===== config.mk =====
export PLATFORM = sky130hd
export DESIGN_NAME = dms_sequencer
export DESIGN_NICKNAME = d
export VERILOG_FILES = /design/src/common/dms_pkg.sv /design/src/verilog/dms_sequencer.sv
export VERILOG_INCLUDE_DIRS = /design/src /design/src/common
export SDC_FILE = /design/constraint.sdc
export NUM_CORES = 1
export LEC_CHECK = 0
export CORE_ASPECT_RATIO = 0.8
export CORE_MARGIN = 5
export CORE_UTILIZATION = 33
export DETAILED_ROUTE_END_ITERATION = 7
export DONT_BUFFER_PORTS = 1
export HOLD_SLACK_MARGIN = 0.06
export MAX_ROUTING_LAYER = met4
export PLACE_DENSITY = 0.44
export SLEW_MARGIN = 20
export SYNTH_ARGS = -nofsm -noshare
export SYNTH_HDL_FRONTEND = slang
export SYNTH_SLANG_ARGS = --single-unit

===== constraint.sdc =====
create_clock -name clk_i -period 2.76 [get_ports clk_i]
set_input_delay 0.276 -clock clk_i [delete_from_list [all_inputs] [get_ports clk_i]]
set_output_delay 0.276 -clock clk_i [all_outputs]
set_load 0.005 [all_outputs]

===== src/common/dms_regs.svh =====
// Register offsets, field positions, start values and timing counts of the mode sequencer
`ifndef DMS_REGS_SVH
`define DMS_REGS_SVH
`define DMS_SLAVE_ADDR 7'h46
`define DMS_SA_HSIZE 8'h00
`define DMS_SA_CTRL1 8'h01
`define DMS_SA_VERTICAL_POSITION 8'h02
`define DMS_SA_VBALMOIRE 8'h03
`define DMS_SA_PIN 8'h04
`define DMS_SA_HORIZONTAL_MOIRE_AMOUNT 8'h05
`define DMS_SA_HORIZONTAL_PHASE_POSITION 8'h06
`define DMS_SA_VLINEW 8'h07
`define DMS_SA_VAMP 8'h08
`define DMS_SA_CORNER 8'h09
`define DMS_SA_FOCUS 8'h0a
`define DMS_SA_CTRL2 8'h0b
`define DMS_SA_TRAP 8'h0c
`define DMS_SA_POWER 8'h0d
`define DMS_BIT_STANDBY 0
`define DMS_BIT_RELEASE 1
`define DMS_BIT_MOIRE_DIS 5
`define DMS_RST_STANDBY 1'b1
`define DMS_RST_RELEASE 1'b0
`define DMS_RAMP_STEPS 8'hff
`define DMS_RAMP_DIV 16'h00c3
`endif


===== src/common/dms_pkg.sv =====
// Types shared by the deflection mode sequencer
package dms_pkg;
   typedef enum logic [2:0] {
      DMS_POR, DMS_STANDBY, DMS_SUPPLY_ON, DMS_RAMP_LINE, DMS_RAMP_BOOST,
      DMS_RUN, DMS_DOWN_BOOST, DMS_DOWN_LINE
   } dms_mode_e;
   typedef enum logic [2:0] {
      DMS_I_IDLE, DMS_I_ADDR, DMS_I_SUB, DMS_I_DATA, DMS_I_ACK, DMS_I_SKIP
   } dms_bus_e;
   typedef struct packed {
      logic line_drive_o;
      logic line_drive_oe;
      logic boost_drive_oe;
      logic vert_oe;
      logic sync_unlock_o;
      logic sync_unlock_oe;
      logic clamp_blank_cont;
      logic loops_en;
      logic soft_start_node_gnd;
   } dms_drive_s;
   typedef struct packed {
      logic [7:0] horizontal_size;
      logic [7:0] vertical_position;
      logic [3:0] vertical_linearity_balance;
      logic [2:0] vertical_moire_amount;
      logic [5:0] pincushion_amount;
      logic [4:0] horizontal_moire_amount;
      logic [7:0] horizontal_phase_position;
      logic [3:0] vertical_s_correction;
      logic [3:0] ew_pin_balance;
      logic [7:0] vertical_amplitude;
      logic [7:0] corner_correction;
      logic [7:0] focus_parabola;
      logic [7:0] trapezium_and_parallelogram;
      logic [7:0] control_one;
      logic [7:0] control_two;
   } dms_geom_s;
endpackage


===== src/verilog/dms_sequencer.sv =====
// Serial-bus slave, geometry registers and mode sequencer of the deflection controller
`timescale 1ns/100ps
`include "dms_regs.svh"
// Function
// One write is start, address, subaddress, one data byte, stop; no auto-increment.
// Host sends both functions of a shared register together; don't-care bits ignored.
// No acknowledge while power-on reset holds, supply below 8.3 V.
// After power-on reset: standby, start values for control bits, unlock high.
// Standby cleared enables supply; only vertical output active; unlock stays high.
// Setting soft-start release is ignored while supply below 8.6 V.
// Host waits 80 ms after supply enable before releasing soft start.
// Release set ramps line drive, then boost drive, then enables both loops.
// In operation unlock output is low while the first loop is locked.
// In operation register writes reach outputs immediately.
// Operation ends only by clearing release bit or supply loss.
// Release cleared ramps boost drive down first, then line drive.
// Protection floats drives and unlock, blanks continuously, stops loops, keeps registers.
// Protection logic may clear standby and release bits itself.
// Protection left by standby write, new release write, or supply below 8.1 V.
// Standby floats drivers; registers except control bits are lost.
// Supply dip below 8.6 V runs soft-down, then an internal soft start.
// Supply below 8.1 V disables all drivers at once and enters standby.
// Below 8.6 V line, boost and vertical outputs float.
// Subaddress 03: balance in D6..D3, vertical moire in D2..D0, D7 ignored.
// Subaddress 05: horizontal moire in D4..D0, applied only when moire not disabled.
// Device answers write-address byte 1000 1100.
// Standby is D0, release D1 of subaddress 0d; release clear grounds soft-start node.
// Writes to undocumented subaddresses are acknowledged with no effect.
module dms_sequencer
   import dms_pkg::*;
#(
   parameter logic [7:0] RAMP_STEPS = `DMS_RAMP_STEPS,
   parameter logic [15:0] RAMP_DIV = `DMS_RAMP_DIV
) (
   // Clock and reset
   input wire logic clk_i,
   input wire logic srst_i,
   // Supply comparators, high when the supply is above the level
   input wire logic supply_8v1_i,
   input wire logic supply_8v3_i,
   input wire logic supply_8v6_i,
   // Protection and loop status
   input wire logic protect_trip_i,
   input wire logic loop_locked_i,
   // Serial bus, open drain data
   input wire logic scl_i,
   input wire logic sda_i,
   output logic sda_o,
   output logic sda_oe_o,
   // Drive control
   output dms_pkg::dms_drive_s drive_o,
   output logic [7:0] line_duty_o,
   output logic [7:0] boost_duty_o,
   output logic protect_mode_o,
   output dms_pkg::dms_geom_s geom_o,
   output logic [4:0] horizontal_moire_eff_o,
   output logic [2:0] vertical_moire_eff_o
);
   import dms_pkg::*;

   // ----------------------------------------
   // State
   // ----------------------------------------
   typedef struct packed {
      logic [2:0] scl_s;
      logic [2:0] sda_s;
      logic [2:0] v81_s;
      logic [2:0] v83_s;
      logic [2:0] v86_s;
      logic scl_q;
      logic sda_q;
      logic v81_q;
      logic v83_q;
      logic v86_q;
      dms_bus_e bus;
      dms_bus_e after_ack;
      logic [2:0] bit_cnt;
      logic [7:0] shifter;
      logic [1:0] byte_idx;
      logic [7:0] sub;
      logic ack_drive;
      dms_mode_e mode;
      logic protect;
      logic standby;
      logic release_bit;
      logic [15:0] div_cnt;
      logic [7:0] line_duty;
      logic [7:0] boost_duty;
      dms_geom_s geom;
   } dms_state_s;

   dms_state_s st_ff;
   dms_state_s nxt_st;
   logic scl_rise;
   logic scl_fall;
   logic start_cond;
   logic stop_cond;
   logic tick;
   logic wr_strobe;
   logic [7:0] wdata;

   always_comb begin
      nxt_st = st_ff;
      // Three-stage synchronisers; change accepted once stages two and three agree
      nxt_st.scl_s = {st_ff.scl_s[1:0], scl_i};
      nxt_st.sda_s = {st_ff.sda_s[1:0], sda_i};
      nxt_st.v81_s = {st_ff.v81_s[1:0], supply_8v1_i};
      nxt_st.v83_s = {st_ff.v83_s[1:0], supply_8v3_i};
      nxt_st.v86_s = {st_ff.v86_s[1:0], supply_8v6_i};
      if (st_ff.scl_s[1] == st_ff.scl_s[2]) begin
         nxt_st.scl_q = st_ff.scl_s[2];
      end
      if (st_ff.sda_s[1] == st_ff.sda_s[2]) begin
         nxt_st.sda_q = st_ff.sda_s[2];
      end
      if (st_ff.v81_s[1] == st_ff.v81_s[2]) begin
         nxt_st.v81_q = st_ff.v81_s[2];
      end
      if (st_ff.v83_s[1] == st_ff.v83_s[2]) begin
         nxt_st.v83_q = st_ff.v83_s[2];
      end
      if (st_ff.v86_s[1] == st_ff.v86_s[2]) begin
         nxt_st.v86_q = st_ff.v86_s[2];
      end
      scl_rise = nxt_st.scl_q & ~st_ff.scl_q;
      scl_fall = ~nxt_st.scl_q & st_ff.scl_q;
      start_cond = st_ff.scl_q & nxt_st.scl_q & st_ff.sda_q & ~nxt_st.sda_q;
      stop_cond = st_ff.scl_q & nxt_st.scl_q & ~st_ff.sda_q & nxt_st.sda_q;
      wr_strobe = 1'b0;
      wdata = st_ff.shifter;

      // ----------------------------------------
      // Serial slave
      // ----------------------------------------
      if (start_cond) begin
         nxt_st.bus = DMS_I_ADDR;
         nxt_st.bit_cnt = 3'h0;
         nxt_st.byte_idx = 2'h0;
         nxt_st.ack_drive = 1'b0;
      end else if (stop_cond) begin
         nxt_st.bus = DMS_I_IDLE;
         nxt_st.ack_drive = 1'b0;
      end else begin
         unique case (st_ff.bus)
            DMS_I_IDLE, DMS_I_SKIP: begin
               nxt_st.ack_drive = 1'b0;
            end
            DMS_I_ADDR, DMS_I_SUB, DMS_I_DATA: begin
               if (scl_rise) begin
                  nxt_st.shifter = {st_ff.shifter[6:0], st_ff.sda_q};
                  nxt_st.bit_cnt = st_ff.bit_cnt + 3'h1;
               end
               if (scl_fall && st_ff.bit_cnt == 3'h0 && st_ff.shifter != 8'h00
                   && st_ff.ack_drive == 1'b0 && st_ff.byte_idx[1] == 1'b1) begin
                  nxt_st.ack_drive = 1'b0;
               end
               if (scl_fall && st_ff.bit_cnt == 3'h0 && st_ff.after_ack == DMS_I_ACK) begin
                  nxt_st.after_ack = DMS_I_IDLE;
                  // Eighth bit done: decide the acknowledge
                  nxt_st.bus = DMS_I_ACK;
                  if (st_ff.bus == DMS_I_ADDR) begin
                     // Only a write to our own address, and never during power-on reset
                     if (st_ff.shifter == {`DMS_SLAVE_ADDR, 1'b0} && st_ff.v83_q) begin
                        nxt_st.ack_drive = 1'b1;
                        nxt_st.after_ack = DMS_I_SUB;
                     end else begin
                        nxt_st.bus = DMS_I_SKIP;
                     end
                  end else if (st_ff.bus == DMS_I_SUB) begin
                     nxt_st.sub = st_ff.shifter;
                     nxt_st.ack_drive = 1'b1;
                     nxt_st.after_ack = DMS_I_DATA;
                  end else begin
                     // Later bytes repeat onto the same subaddress
                     nxt_st.ack_drive = 1'b1;
                     nxt_st.after_ack = DMS_I_DATA;
                     wr_strobe = 1'b1;
                  end
               end else if (scl_rise && st_ff.bit_cnt == 3'h7) begin
                  nxt_st.after_ack = DMS_I_ACK;
               end
            end
            DMS_I_ACK: begin
               if (scl_fall) begin
                  nxt_st.ack_drive = 1'b0;
                  nxt_st.bit_cnt = 3'h0;
                  nxt_st.bus = st_ff.after_ack;
                  nxt_st.after_ack = DMS_I_IDLE;
               end
            end
            default: begin
               nxt_st.bus = DMS_I_IDLE;
            end
         endcase
      end

      // ----------------------------------------
      // Register writes
      // ----------------------------------------
      if (wr_strobe) begin
         unique case (st_ff.sub)
            `DMS_SA_HSIZE: nxt_st.geom.horizontal_size = wdata;
            `DMS_SA_CTRL1: nxt_st.geom.control_one = {1'b0, wdata[6:0]};
            `DMS_SA_VERTICAL_POSITION: nxt_st.geom.vertical_position = {wdata[7:1], 1'b0};
            `DMS_SA_VBALMOIRE: begin
               nxt_st.geom.vertical_linearity_balance = wdata[6:3];
               nxt_st.geom.vertical_moire_amount = wdata[2:0];
            end
            `DMS_SA_PIN: nxt_st.geom.pincushion_amount = wdata[5:0];
            `DMS_SA_HORIZONTAL_MOIRE_AMOUNT: nxt_st.geom.horizontal_moire_amount = wdata[4:0];
            `DMS_SA_HORIZONTAL_PHASE_POSITION: nxt_st.geom.horizontal_phase_position = wdata;
            `DMS_SA_VLINEW: begin
               nxt_st.geom.vertical_s_correction = wdata[7:4];
               nxt_st.geom.ew_pin_balance = wdata[3:0];
            end
            `DMS_SA_VAMP: nxt_st.geom.vertical_amplitude = wdata;
            `DMS_SA_CORNER: nxt_st.geom.corner_correction = wdata;
            `DMS_SA_FOCUS: nxt_st.geom.focus_parabola = wdata;
            `DMS_SA_CTRL2: nxt_st.geom.control_two = {wdata[7:2], 1'b0, wdata[0]};
            `DMS_SA_TRAP: nxt_st.geom.trapezium_and_parallelogram = wdata;
            `DMS_SA_POWER: begin
               nxt_st.standby = wdata[`DMS_BIT_STANDBY];
               // A release request below 8.6 V is dropped
               if (st_ff.v86_q || !wdata[`DMS_BIT_RELEASE]) begin
                  nxt_st.release_bit = wdata[`DMS_BIT_RELEASE];
               end
               if (st_ff.protect && wdata[`DMS_BIT_RELEASE] && st_ff.v86_q) begin
                  nxt_st.protect = 1'b0;
                  nxt_st.mode = DMS_SUPPLY_ON;
               end else if (st_ff.protect && wdata[`DMS_BIT_STANDBY]) begin
                  nxt_st.protect = 1'b0;
               end
            end
            default: begin
               // Acknowledged but ignored
               nxt_st.standby = st_ff.standby;
            end
         endcase
      end

      // ----------------------------------------
      // Mode sequencer
      // ----------------------------------------
      tick = (st_ff.div_cnt == RAMP_DIV);
      nxt_st.div_cnt = tick ? 16'h0000 : st_ff.div_cnt + 16'h0001;
      unique case (st_ff.mode)
         DMS_POR: begin
            if (st_ff.v83_q) begin
               nxt_st.mode = DMS_STANDBY;
               nxt_st.standby = `DMS_RST_STANDBY;
               nxt_st.release_bit = `DMS_RST_RELEASE;
            end
         end
         DMS_STANDBY: begin
            // Register contents do not survive standby
            nxt_st.geom = '0;
            if (!nxt_st.standby) begin
               nxt_st.mode = DMS_SUPPLY_ON;
            end
         end
         DMS_SUPPLY_ON: begin
            if (nxt_st.standby) begin
               nxt_st.mode = DMS_STANDBY;
            end else if (nxt_st.release_bit && st_ff.v86_q && !st_ff.protect) begin
               nxt_st.mode = DMS_RAMP_LINE;
            end
         end
         DMS_RAMP_LINE: begin
            if (!nxt_st.release_bit || !st_ff.v86_q) begin
               nxt_st.mode = DMS_DOWN_BOOST;
            end else if (st_ff.line_duty == RAMP_STEPS) begin
               nxt_st.mode = DMS_RAMP_BOOST;
            end else if (tick) begin
               nxt_st.line_duty = st_ff.line_duty + 8'h01;
            end
         end
         DMS_RAMP_BOOST: begin
            if (!nxt_st.release_bit || !st_ff.v86_q) begin
               nxt_st.mode = DMS_DOWN_BOOST;
            end else if (st_ff.boost_duty == RAMP_STEPS) begin
               nxt_st.mode = DMS_RUN;
            end else if (tick) begin
               nxt_st.boost_duty = st_ff.boost_duty + 8'h01;
            end
         end
         DMS_RUN: begin
            // Only the release bit or the supply ends operation
            if (!nxt_st.release_bit || !st_ff.v86_q) begin
               nxt_st.mode = DMS_DOWN_BOOST;
            end
         end
         DMS_DOWN_BOOST: begin
            if (st_ff.boost_duty == 8'h00) begin
               nxt_st.mode = DMS_DOWN_LINE;
            end else if (tick) begin
               nxt_st.boost_duty = st_ff.boost_duty - 8'h01;
            end
         end
         DMS_DOWN_LINE: begin
            if (st_ff.line_duty == 8'h00) begin
               // A dip restarts on its own once the supply is back
               nxt_st.mode = nxt_st.standby ? DMS_STANDBY : DMS_SUPPLY_ON;
            end else if (tick) begin
               nxt_st.line_duty = st_ff.line_duty - 8'h01;
            end
         end
      endcase

      // Protection trip overrides sequencing; registers are kept
      if (protect_trip_i) begin
         nxt_st.protect = 1'b1;
         nxt_st.standby = 1'b0;
         nxt_st.release_bit = 1'b0;
         nxt_st.mode = DMS_SUPPLY_ON;
         nxt_st.line_duty = 8'h00;
         nxt_st.boost_duty = 8'h00;
      end
      if (!st_ff.v81_q && st_ff.mode != DMS_POR) begin
         nxt_st.mode = DMS_STANDBY;
         nxt_st.protect = 1'b0;
         nxt_st.standby = 1'b1;
         nxt_st.release_bit = 1'b0;
         nxt_st.line_duty = 8'h00;
         nxt_st.boost_duty = 8'h00;
      end
      if (!st_ff.v83_q && st_ff.mode == DMS_STANDBY && !st_ff.v81_q) begin
         nxt_st.mode = DMS_POR;
      end
   end

   always_ff @(posedge clk_i) begin
      if (srst_i) begin
         st_ff <= '0;
         st_ff.mode <= DMS_POR;
         st_ff.bus <= DMS_I_IDLE;
         st_ff.after_ack <= DMS_I_IDLE;
         st_ff.scl_s <= 3'h7;
         st_ff.sda_s <= 3'h7;
         st_ff.scl_q <= 1'b1;
         st_ff.sda_q <= 1'b1;
         st_ff.standby <= `DMS_RST_STANDBY;
      end else begin
         st_ff <= nxt_st;
      end
   end

   // ----------------------------------------
   // Outputs
   // ----------------------------------------
   logic running;
   logic drivers_on;
   assign running = (st_ff.mode == DMS_RUN);
   assign drivers_on = st_ff.v86_q && !st_ff.protect && (st_ff.mode != DMS_POR)
                       && (st_ff.mode != DMS_STANDBY) && (st_ff.mode != DMS_SUPPLY_ON);
   assign sda_o = 1'b0;
   assign sda_oe_o = st_ff.ack_drive;
   assign drive_o.line_drive_o = drivers_on && (st_ff.line_duty != 8'h00);
   assign drive_o.line_drive_oe = drivers_on;
   assign drive_o.boost_drive_oe = drivers_on;
   assign drive_o.vert_oe = st_ff.v86_q && (st_ff.mode != DMS_POR)
                            && (st_ff.mode != DMS_STANDBY);
   assign drive_o.sync_unlock_o = running ? !loop_locked_i : 1'b1;
   assign drive_o.sync_unlock_oe = !st_ff.protect;
   assign drive_o.clamp_blank_cont = st_ff.protect;
   // Loops come up only once both ramps are complete, so unlock tracks lock from then on
   assign drive_o.loops_en = drivers_on && running;
   assign drive_o.soft_start_node_gnd = !st_ff.release_bit;
   assign line_duty_o = st_ff.line_duty;
   assign boost_duty_o = st_ff.boost_duty;
   assign protect_mode_o = st_ff.protect;
   assign geom_o = st_ff.geom;
   assign horizontal_moire_eff_o = st_ff.geom.control_one[`DMS_BIT_MOIRE_DIS] ? 5'h00
                                   : st_ff.geom.horizontal_moire_amount;
   assign vertical_moire_eff_o = st_ff.geom.control_one[`DMS_BIT_MOIRE_DIS] ? 3'h0
                                 : st_ff.geom.vertical_moire_amount;
endmodule


# Word-level counts from Yosys, hierarchy flattened
# Cells that the tools add are included.
[word_totals]
ff_bits = 179
input_bits = 9
word_cells = 263
[op_classes]
add_sub_neg = 6
n_eq_ne = 56
n_mux = 66
bitwise_logic = 15
n_reduce_logical = 79
[op_table]
columns = ["cell", "n"]
rows = [
  ["8-bit two-way mux", 10],
  ["3-bit two-way mux", 17],
  ["8-bit by 4-bit == test with 1-bit output, second input constant", 6],
  ["8-bit by 3-bit == test with 1-bit output, second input constant", 4],
  ["8-bit case mux with 2 select lines", 2],
  ["2-bit inequality test, second input constant", 13],
  ["2-bit AND reduction", 13],
  ["3-bit == test, second input constant", 8],
  ["8-bit == test, second input constant", 3],
  ["8-bit zero test", 3],
  ["3-bit case mux with 8 select lines", 1],
  ["1-bit two-way mux", 21],
  ["1-bit logical AND", 20],
  ["6-bit AND reduction", 3],
  ["16-bit by 1-bit adder with 16-bit output, second input constant", 1],
  ["8-bit by 1-bit adder with 8-bit output, second input constant", 2],
  ["16-bit by 8-bit == test with 1-bit output, second input constant", 1],
  ["8-bit by 2-bit == test with 1-bit output, second input constant", 2],
  ["8-bit by 1-bit subtractor with 8-bit output, second input constant", 2],
  ["3-bit by 2-bit == test with 1-bit output, second input constant", 4],
  ["6-bit case mux with 2 select lines", 1],
  ["4-bit AND reduction", 3],
  ["2-bit OR reduction", 6],
  ["3-bit OR reduction", 4],
  ["27 further kinds", 72],
]

# Logic depth before layout (Yosys ltp)
[depth]
depth_word = 18
mapped_depth = 12
ltp_nobuf = 11

# Least setup slack after synthesis
# OpenSTA, ideal clock, no wires.
[synth_path]
kind = "register to register"
from = "register st_ff[135] (netlist name)"
to = "register st_ff (netlist bit boost_duty_o[7])"
t_arrival_ns = 2.781
required_ns = 2.701
slack_ns = -0.080
stages_incl_launch_ff = 12
period_less_slack_ns = 2.840
cell_sequence = "dfxtp_1 clkbuf_1 nand2_1 nor2_1 ha_1 a21o_1 a211oi_1 nor2_1 o41ai_1 xnor2_1 or4_1 nand2_1"
[synth_between]
elab_chain_len = 3
word_cells_on_any_way = 13
[synth_rtl]
columns = ["item", "line", "text"]
rows = [
  ["start, declared", "dms_sequencer.sv:92", "dms_state_s st_ff;"],
  ["start signal, assigned", "dms_sequencer.sv:343", "st_ff <= nxt_st;"],
  ["3-bit == test or 3-bit nonzero test (tied branches)", "dms_sequencer.sv:246, dms_sequencer.sv:318", ""],
  ["2-bit inequality test (no source line), or another cell as far along", "n/a", ""],
  ["6-bit AND reduction (no source line) or 3-bit OR reduction (tied branches)", "n/a", ""],
]
# Parallel ways exist; a longest one is shown, timed or not.
# A chain may end at the register's enable or synchronous reset.

# Worst setup path after layout
[layout_path]
from = "register st_ff[155] (netlist name)"
to = "register st_ff (netlist bit boost_duty_o[7])"
[layout_between]
elab_chain_len = 12
[layout_rtl]
columns = ["item", "line", "text"]
rows = [
  ["3-bit zero test", "dms_sequencer.sv:157", "if (scl_fall && st_ff.bit_cnt == 3'h0 && st_ff.after_ack == DMS_I_ACK) begin"],
  ["1-bit logical AND (2 in series)", "dms_sequencer.sv:157", ""],
  ["1-bit two-way mux", "dms_sequencer.sv:157", ""],
  ["1-bit two-way mux", "dms_sequencer.sv:144", "unique case (st_ff.bus)"],
  ["1-bit two-way mux", "dms_sequencer.sv:140", "end else if (stop_cond) begin"],
  ["1-bit two-way mux", "dms_sequencer.sv:135", "if (start_cond) begin"],
  ["6-bit two-way mux", "dms_sequencer.sv:200", "if (wr_strobe) begin"],
  ["1-bit zero test", "dms_sequencer.sv:278", "if (!nxt_st.release_bit || !st_ff.v86_q) begin"],
  ["1-bit logical OR", "dms_sequencer.sv:278", ""],
  ["2-bit inequality test (no source line)", "n/a", ""],
  ["6-bit AND reduction (no source line)", "n/a", ""],
]
# No other way between the ends. The select of a mux whose other input is x is not followed.

==> key figures <==
Die
  • Die width: 191 µm
  • Die Ht: 155 µm
  • Core area: between 20000 and 30000 µm²
  • Ports: between 100 and 150
  • # rows: 53
  • Initial core utilization: 0.332
  • Area of the die: 29700 µm²

Flow run
  • Max_cap viols: 0

STA
  • # setup viols final: 0
  • Final worst-path cycle share: 0.914
  • Clock Skew: 10.8 ps
  • Setup TNS: 0 ps
  • RSZ-0062 raised after global routing: no
  • Tmin final: ~2500 ps
  • Max Freq: ~0.4 GHz
  • Worst-Margin Slew: 637 ps
  • Fin. Hold Viols: 0
  • Final Max Tran Viols: 0
  • Final WS setup: 237 ps
  • Rel. slew slack: 0.575
  • Hold slack: ~120 ps

Routing
  • Routed via count: 6480
  • Avg WL per Cell: 16.8 µm
  • Total routed wirelength: approximately 23000 µm
  • # DRC: 0
  • Final ANT Viol Nets: 0
  • First-iteration detailed-routing DRC count: between 400 and 500
  • Vias per inst: 4.79
  • DR pass1 iterations: 5

Global route
  • Grt ovf: 0
  • Largest net degree at the start of global routing: 55
  • Met2 usage: 0.222
  • Met3 Use GR: 0.0455
  • Met1 Use GR: 0.223
  • First-pass GRT wire length: 35900 µm
  • Top Usage Layer GRT: met1
  • Overall Global Routing Usage: 0.157
  • Vias in the first global route: 6119
  • Initial antenna violation count: 0

Critical path
  • Crit. End Element: flip-flop
  • Worst Setup Start Kind: flip-flop
  • Crit Path Class: flip-flop to flip-flop
  • CP max FO: 11
  • R2R depth: 10
  • CP max stage delay: 400 ps
  • FF-to-FF Start: st_ff[155]$_SDFFE_PP0P_
  • Critical R2R Capture: boost_duty_o[7]$_SDFFE_PP0P_
  • Flop2flop setup slack: ~240 ps
  • Critical path arrival: ~2900 ps
  • CP required: 3140 ps
  • CP delay by family, top: simple AND/OR/NAND/NOR gates
  • Worst-path cell chain: inv_1 > ha_1 > and4bb_2 > nand4_4 > nor3_4 > mux2i_1 > a21oi_1 > buf_12 > or4_1 > nand2_1
  • CP Buf/Inv Count: 2
  • Crit-path slowest cell: mux2i_1

Layout
  • Final nets: ~1.0k
  • Fillcell total: 2767
  • Antenna Cells: 0
  • Synthesis-to-finish area growth: 4.84%
  • Share of cells above drive strength 1: 0.103

Synthesis
  • Synth Area in Simple Gates: 0.252
  • Compound-gate portion of the synthesized area: 0.112
  • EDFF count, synth: 0
  • Async set-reset flop share out of synthesis: 0
  • Sequential-to-total area share from yosys stat: 0.413
  • Adder-cell share of the synthesized area: 0.0277
  • Top FF cell, synth: dfxtp_1
  • Post-synthesis xor/xnor area fraction: 0.0252
  • Cell Area, Synth: 8690 µm²
  • Cells after Synth: 1079
  • Synth Register Bits: 179
  • Yosys warnings: 0
  • Syn_area_per_cell: 8.05 µm²
  • Netlist cell types: between 50 and 60
  • Main combinational cell family by area after synthesis: simple AND/OR/NAND/NOR gates
  • Mux share of post-synthesis cell area: 0.0369

Placed design
  • Dpl ws: 244 ps
  • Placer Congestion: 0.800
  • Post-DP HPWL: 15600 µm
  • Port bufs: 0

CTS
  • CTS Sinks: 179
  • Skew-Pair Late Insertion Delay: 430 ps
  • Clk slew on worst S/H paths: ~70 ps
  • Setup bufs post-CTS: 0
  • Worst-case clock buffer depth: 2
  • H-tree lvl count: 4
  • CTS tree: done
  • Total CTS buffers: 17
  • Cts repair resizes: 0
  • Root Driver: clkbuf_16

Hold path
  • Hold Path Depth: 2
  • Worst hold start: protect_trip_i
  • Hold Crit Class: primary input to flip-flop
  • WHS Endpoint: st_ff[134]$_SDFF_PP0_

Status
  • Outcome: complete, no violations

Pwr
  • PwrDens: approximately 590 nW/µm²
  • Leak pwr: 3.22 nW
  • Worst vdd ir: about 0.42 mV
flip-flops by register name (all words and copies together) (netlist names):
signal / cells
geom_o: 95
st_ff: 48
nxt_st: 10
boost_duty_o: 8
line_duty_o: 8
wdata: 8
protect_mode_o: 1
sda_oe_o: 1
cell usage in the layout (no fill, tap or decap), types with 11 or more instances in the layout:
master       n
nand2_1    230
o21ai_0     16
ha_1        16
nand2b_1    11
mux2i_1     32
nor2_1      88
dfxtp_1    179
inv_1       14
nor2b_1     33
nor3_1      14
clkbuf_16   17
xor2_1      12
buf_4       41
or2_2       11
nand3_1     17
nor4_1      12
a21oi_1    127
xnor2_1     13
worst max-delay path by stage:
stage	start	end	slack (ps)	cells past startpoint
after global placement	st_ff[155]$_SDFFE_PP0P_	boost_duty_o[7]$_SDFFE_PP0P_	270	10
after detailed placement	st_ff[155]$_SDFFE_PP0P_	boost_duty_o[7]$_SDFFE_PP0P_	240	10
after global routing	st_ff[155]$_SDFFE_PP0P_	boost_duty_o[7]$_SDFFE_PP0P_	50	10
final	st_ff[155]$_SDFFE_PP0P_	boost_duty_o[7]$_SDFFE_PP0P_	240	10
after CTS	st_ff[155]$_SDFFE_PP0P_	boost_duty_o[7]$_SDFFE_PP0P_	220	10
after floorplan	st_ff[135]$_SDFF_PP0_	boost_duty_o[7]$_SDFFE_PP0P_	30	11
metrics by stage:
stage	total power, mW	util	cells	cell area [µm²]
after floorplan	2.78	-	1082	8700
after global placement	2.81	0.322	1314	8400
after detailed placement	2.81	0.322	1314	8400
after CTS	5.49	0.349	1353	9110
after global routing	5.63	0.349	1353	9110
final	5.39	0.349	1353	9110
Yosys cell counts, drive strengths merged (3+ instances only):
library cell / n / share of area
dfxtp: 179 / 0.41
nor2: 92 / 0.042
mux2i: 32 / 0.037
nor3: 16 / 0.012
nand2b: 11 / 0.0079
o221ai: 3 / 0.0030
or4: 3 / 0.0026
nand3: 17 / 0.0098
xor2: 12 / 0.012
or2: 15 / 0.011
o21bai: 4 / 0.0035
or3: 7 / 0.0050
ha: 16 / 0.023
o21ai: 16 / 0.0092
o31ai: 3 / 0.0026
a21oi: 127 / 0.073
a21o: 4 / 0.0035
nor2b: 33 / 0.024
o211ai: 3 / 0.0026
a211oi: 3 / 0.0026
clkbuf: 42 / 0.018
inv: 14 / 0.0060
xnor2: 13 / 0.013
nand4: 10 / 0.0089
nor4: 16 / 0.014
nand2: 230 / 0.099
nor3b: 4 / 0.0053
buf: 126 / 0.11
final cells by class:
type,count,area (µm²),share of cell area
Inverter,14,52.6,0.00577
Clock inverter,13,180,0.0198
Clock buffer,19,443,0.0486
Sequential cell,179,3580,0.393
Timing Repair Buffer,50,428,0.0470
Multi-Input combinational cell,721,3970,0.436
Tap cell,357,447,0.0490
repair_timing:
item / in CTS / in global routing
endpoints found under the setup margin: 0 / 0
endpoints found under the hold margin: 49 / 0
hold buffers: 7 / 0
power by group:
group          internal, mW  total (mW)  switching [mW]
Clock                  1.54        2.63            1.08
Combinational        0.0539       0.155           0.101
Sequential             2.60        2.61          0.0145
logic make-up (layout without fill, tap and decap cells):
kind of cell,after synthesis,count (layout)
multiplexers,32,32
XOR/XNOR,25,25
other,1,4
buffers and inverters,182,96
flip-flops,179,179
AO/OA/AOI/OAI,176,176
adder cells (fa/ha/maj),18,18
AND/OR/NAND/NOR,466,466
metal layers:
metal  wire length [µm]  up-vias
li1                   -     3287
met1              11500     3032
met2               9550      148
met3               1400       13
met4                237        0
met5                  0        -
(Power assumes the default switching activity.)
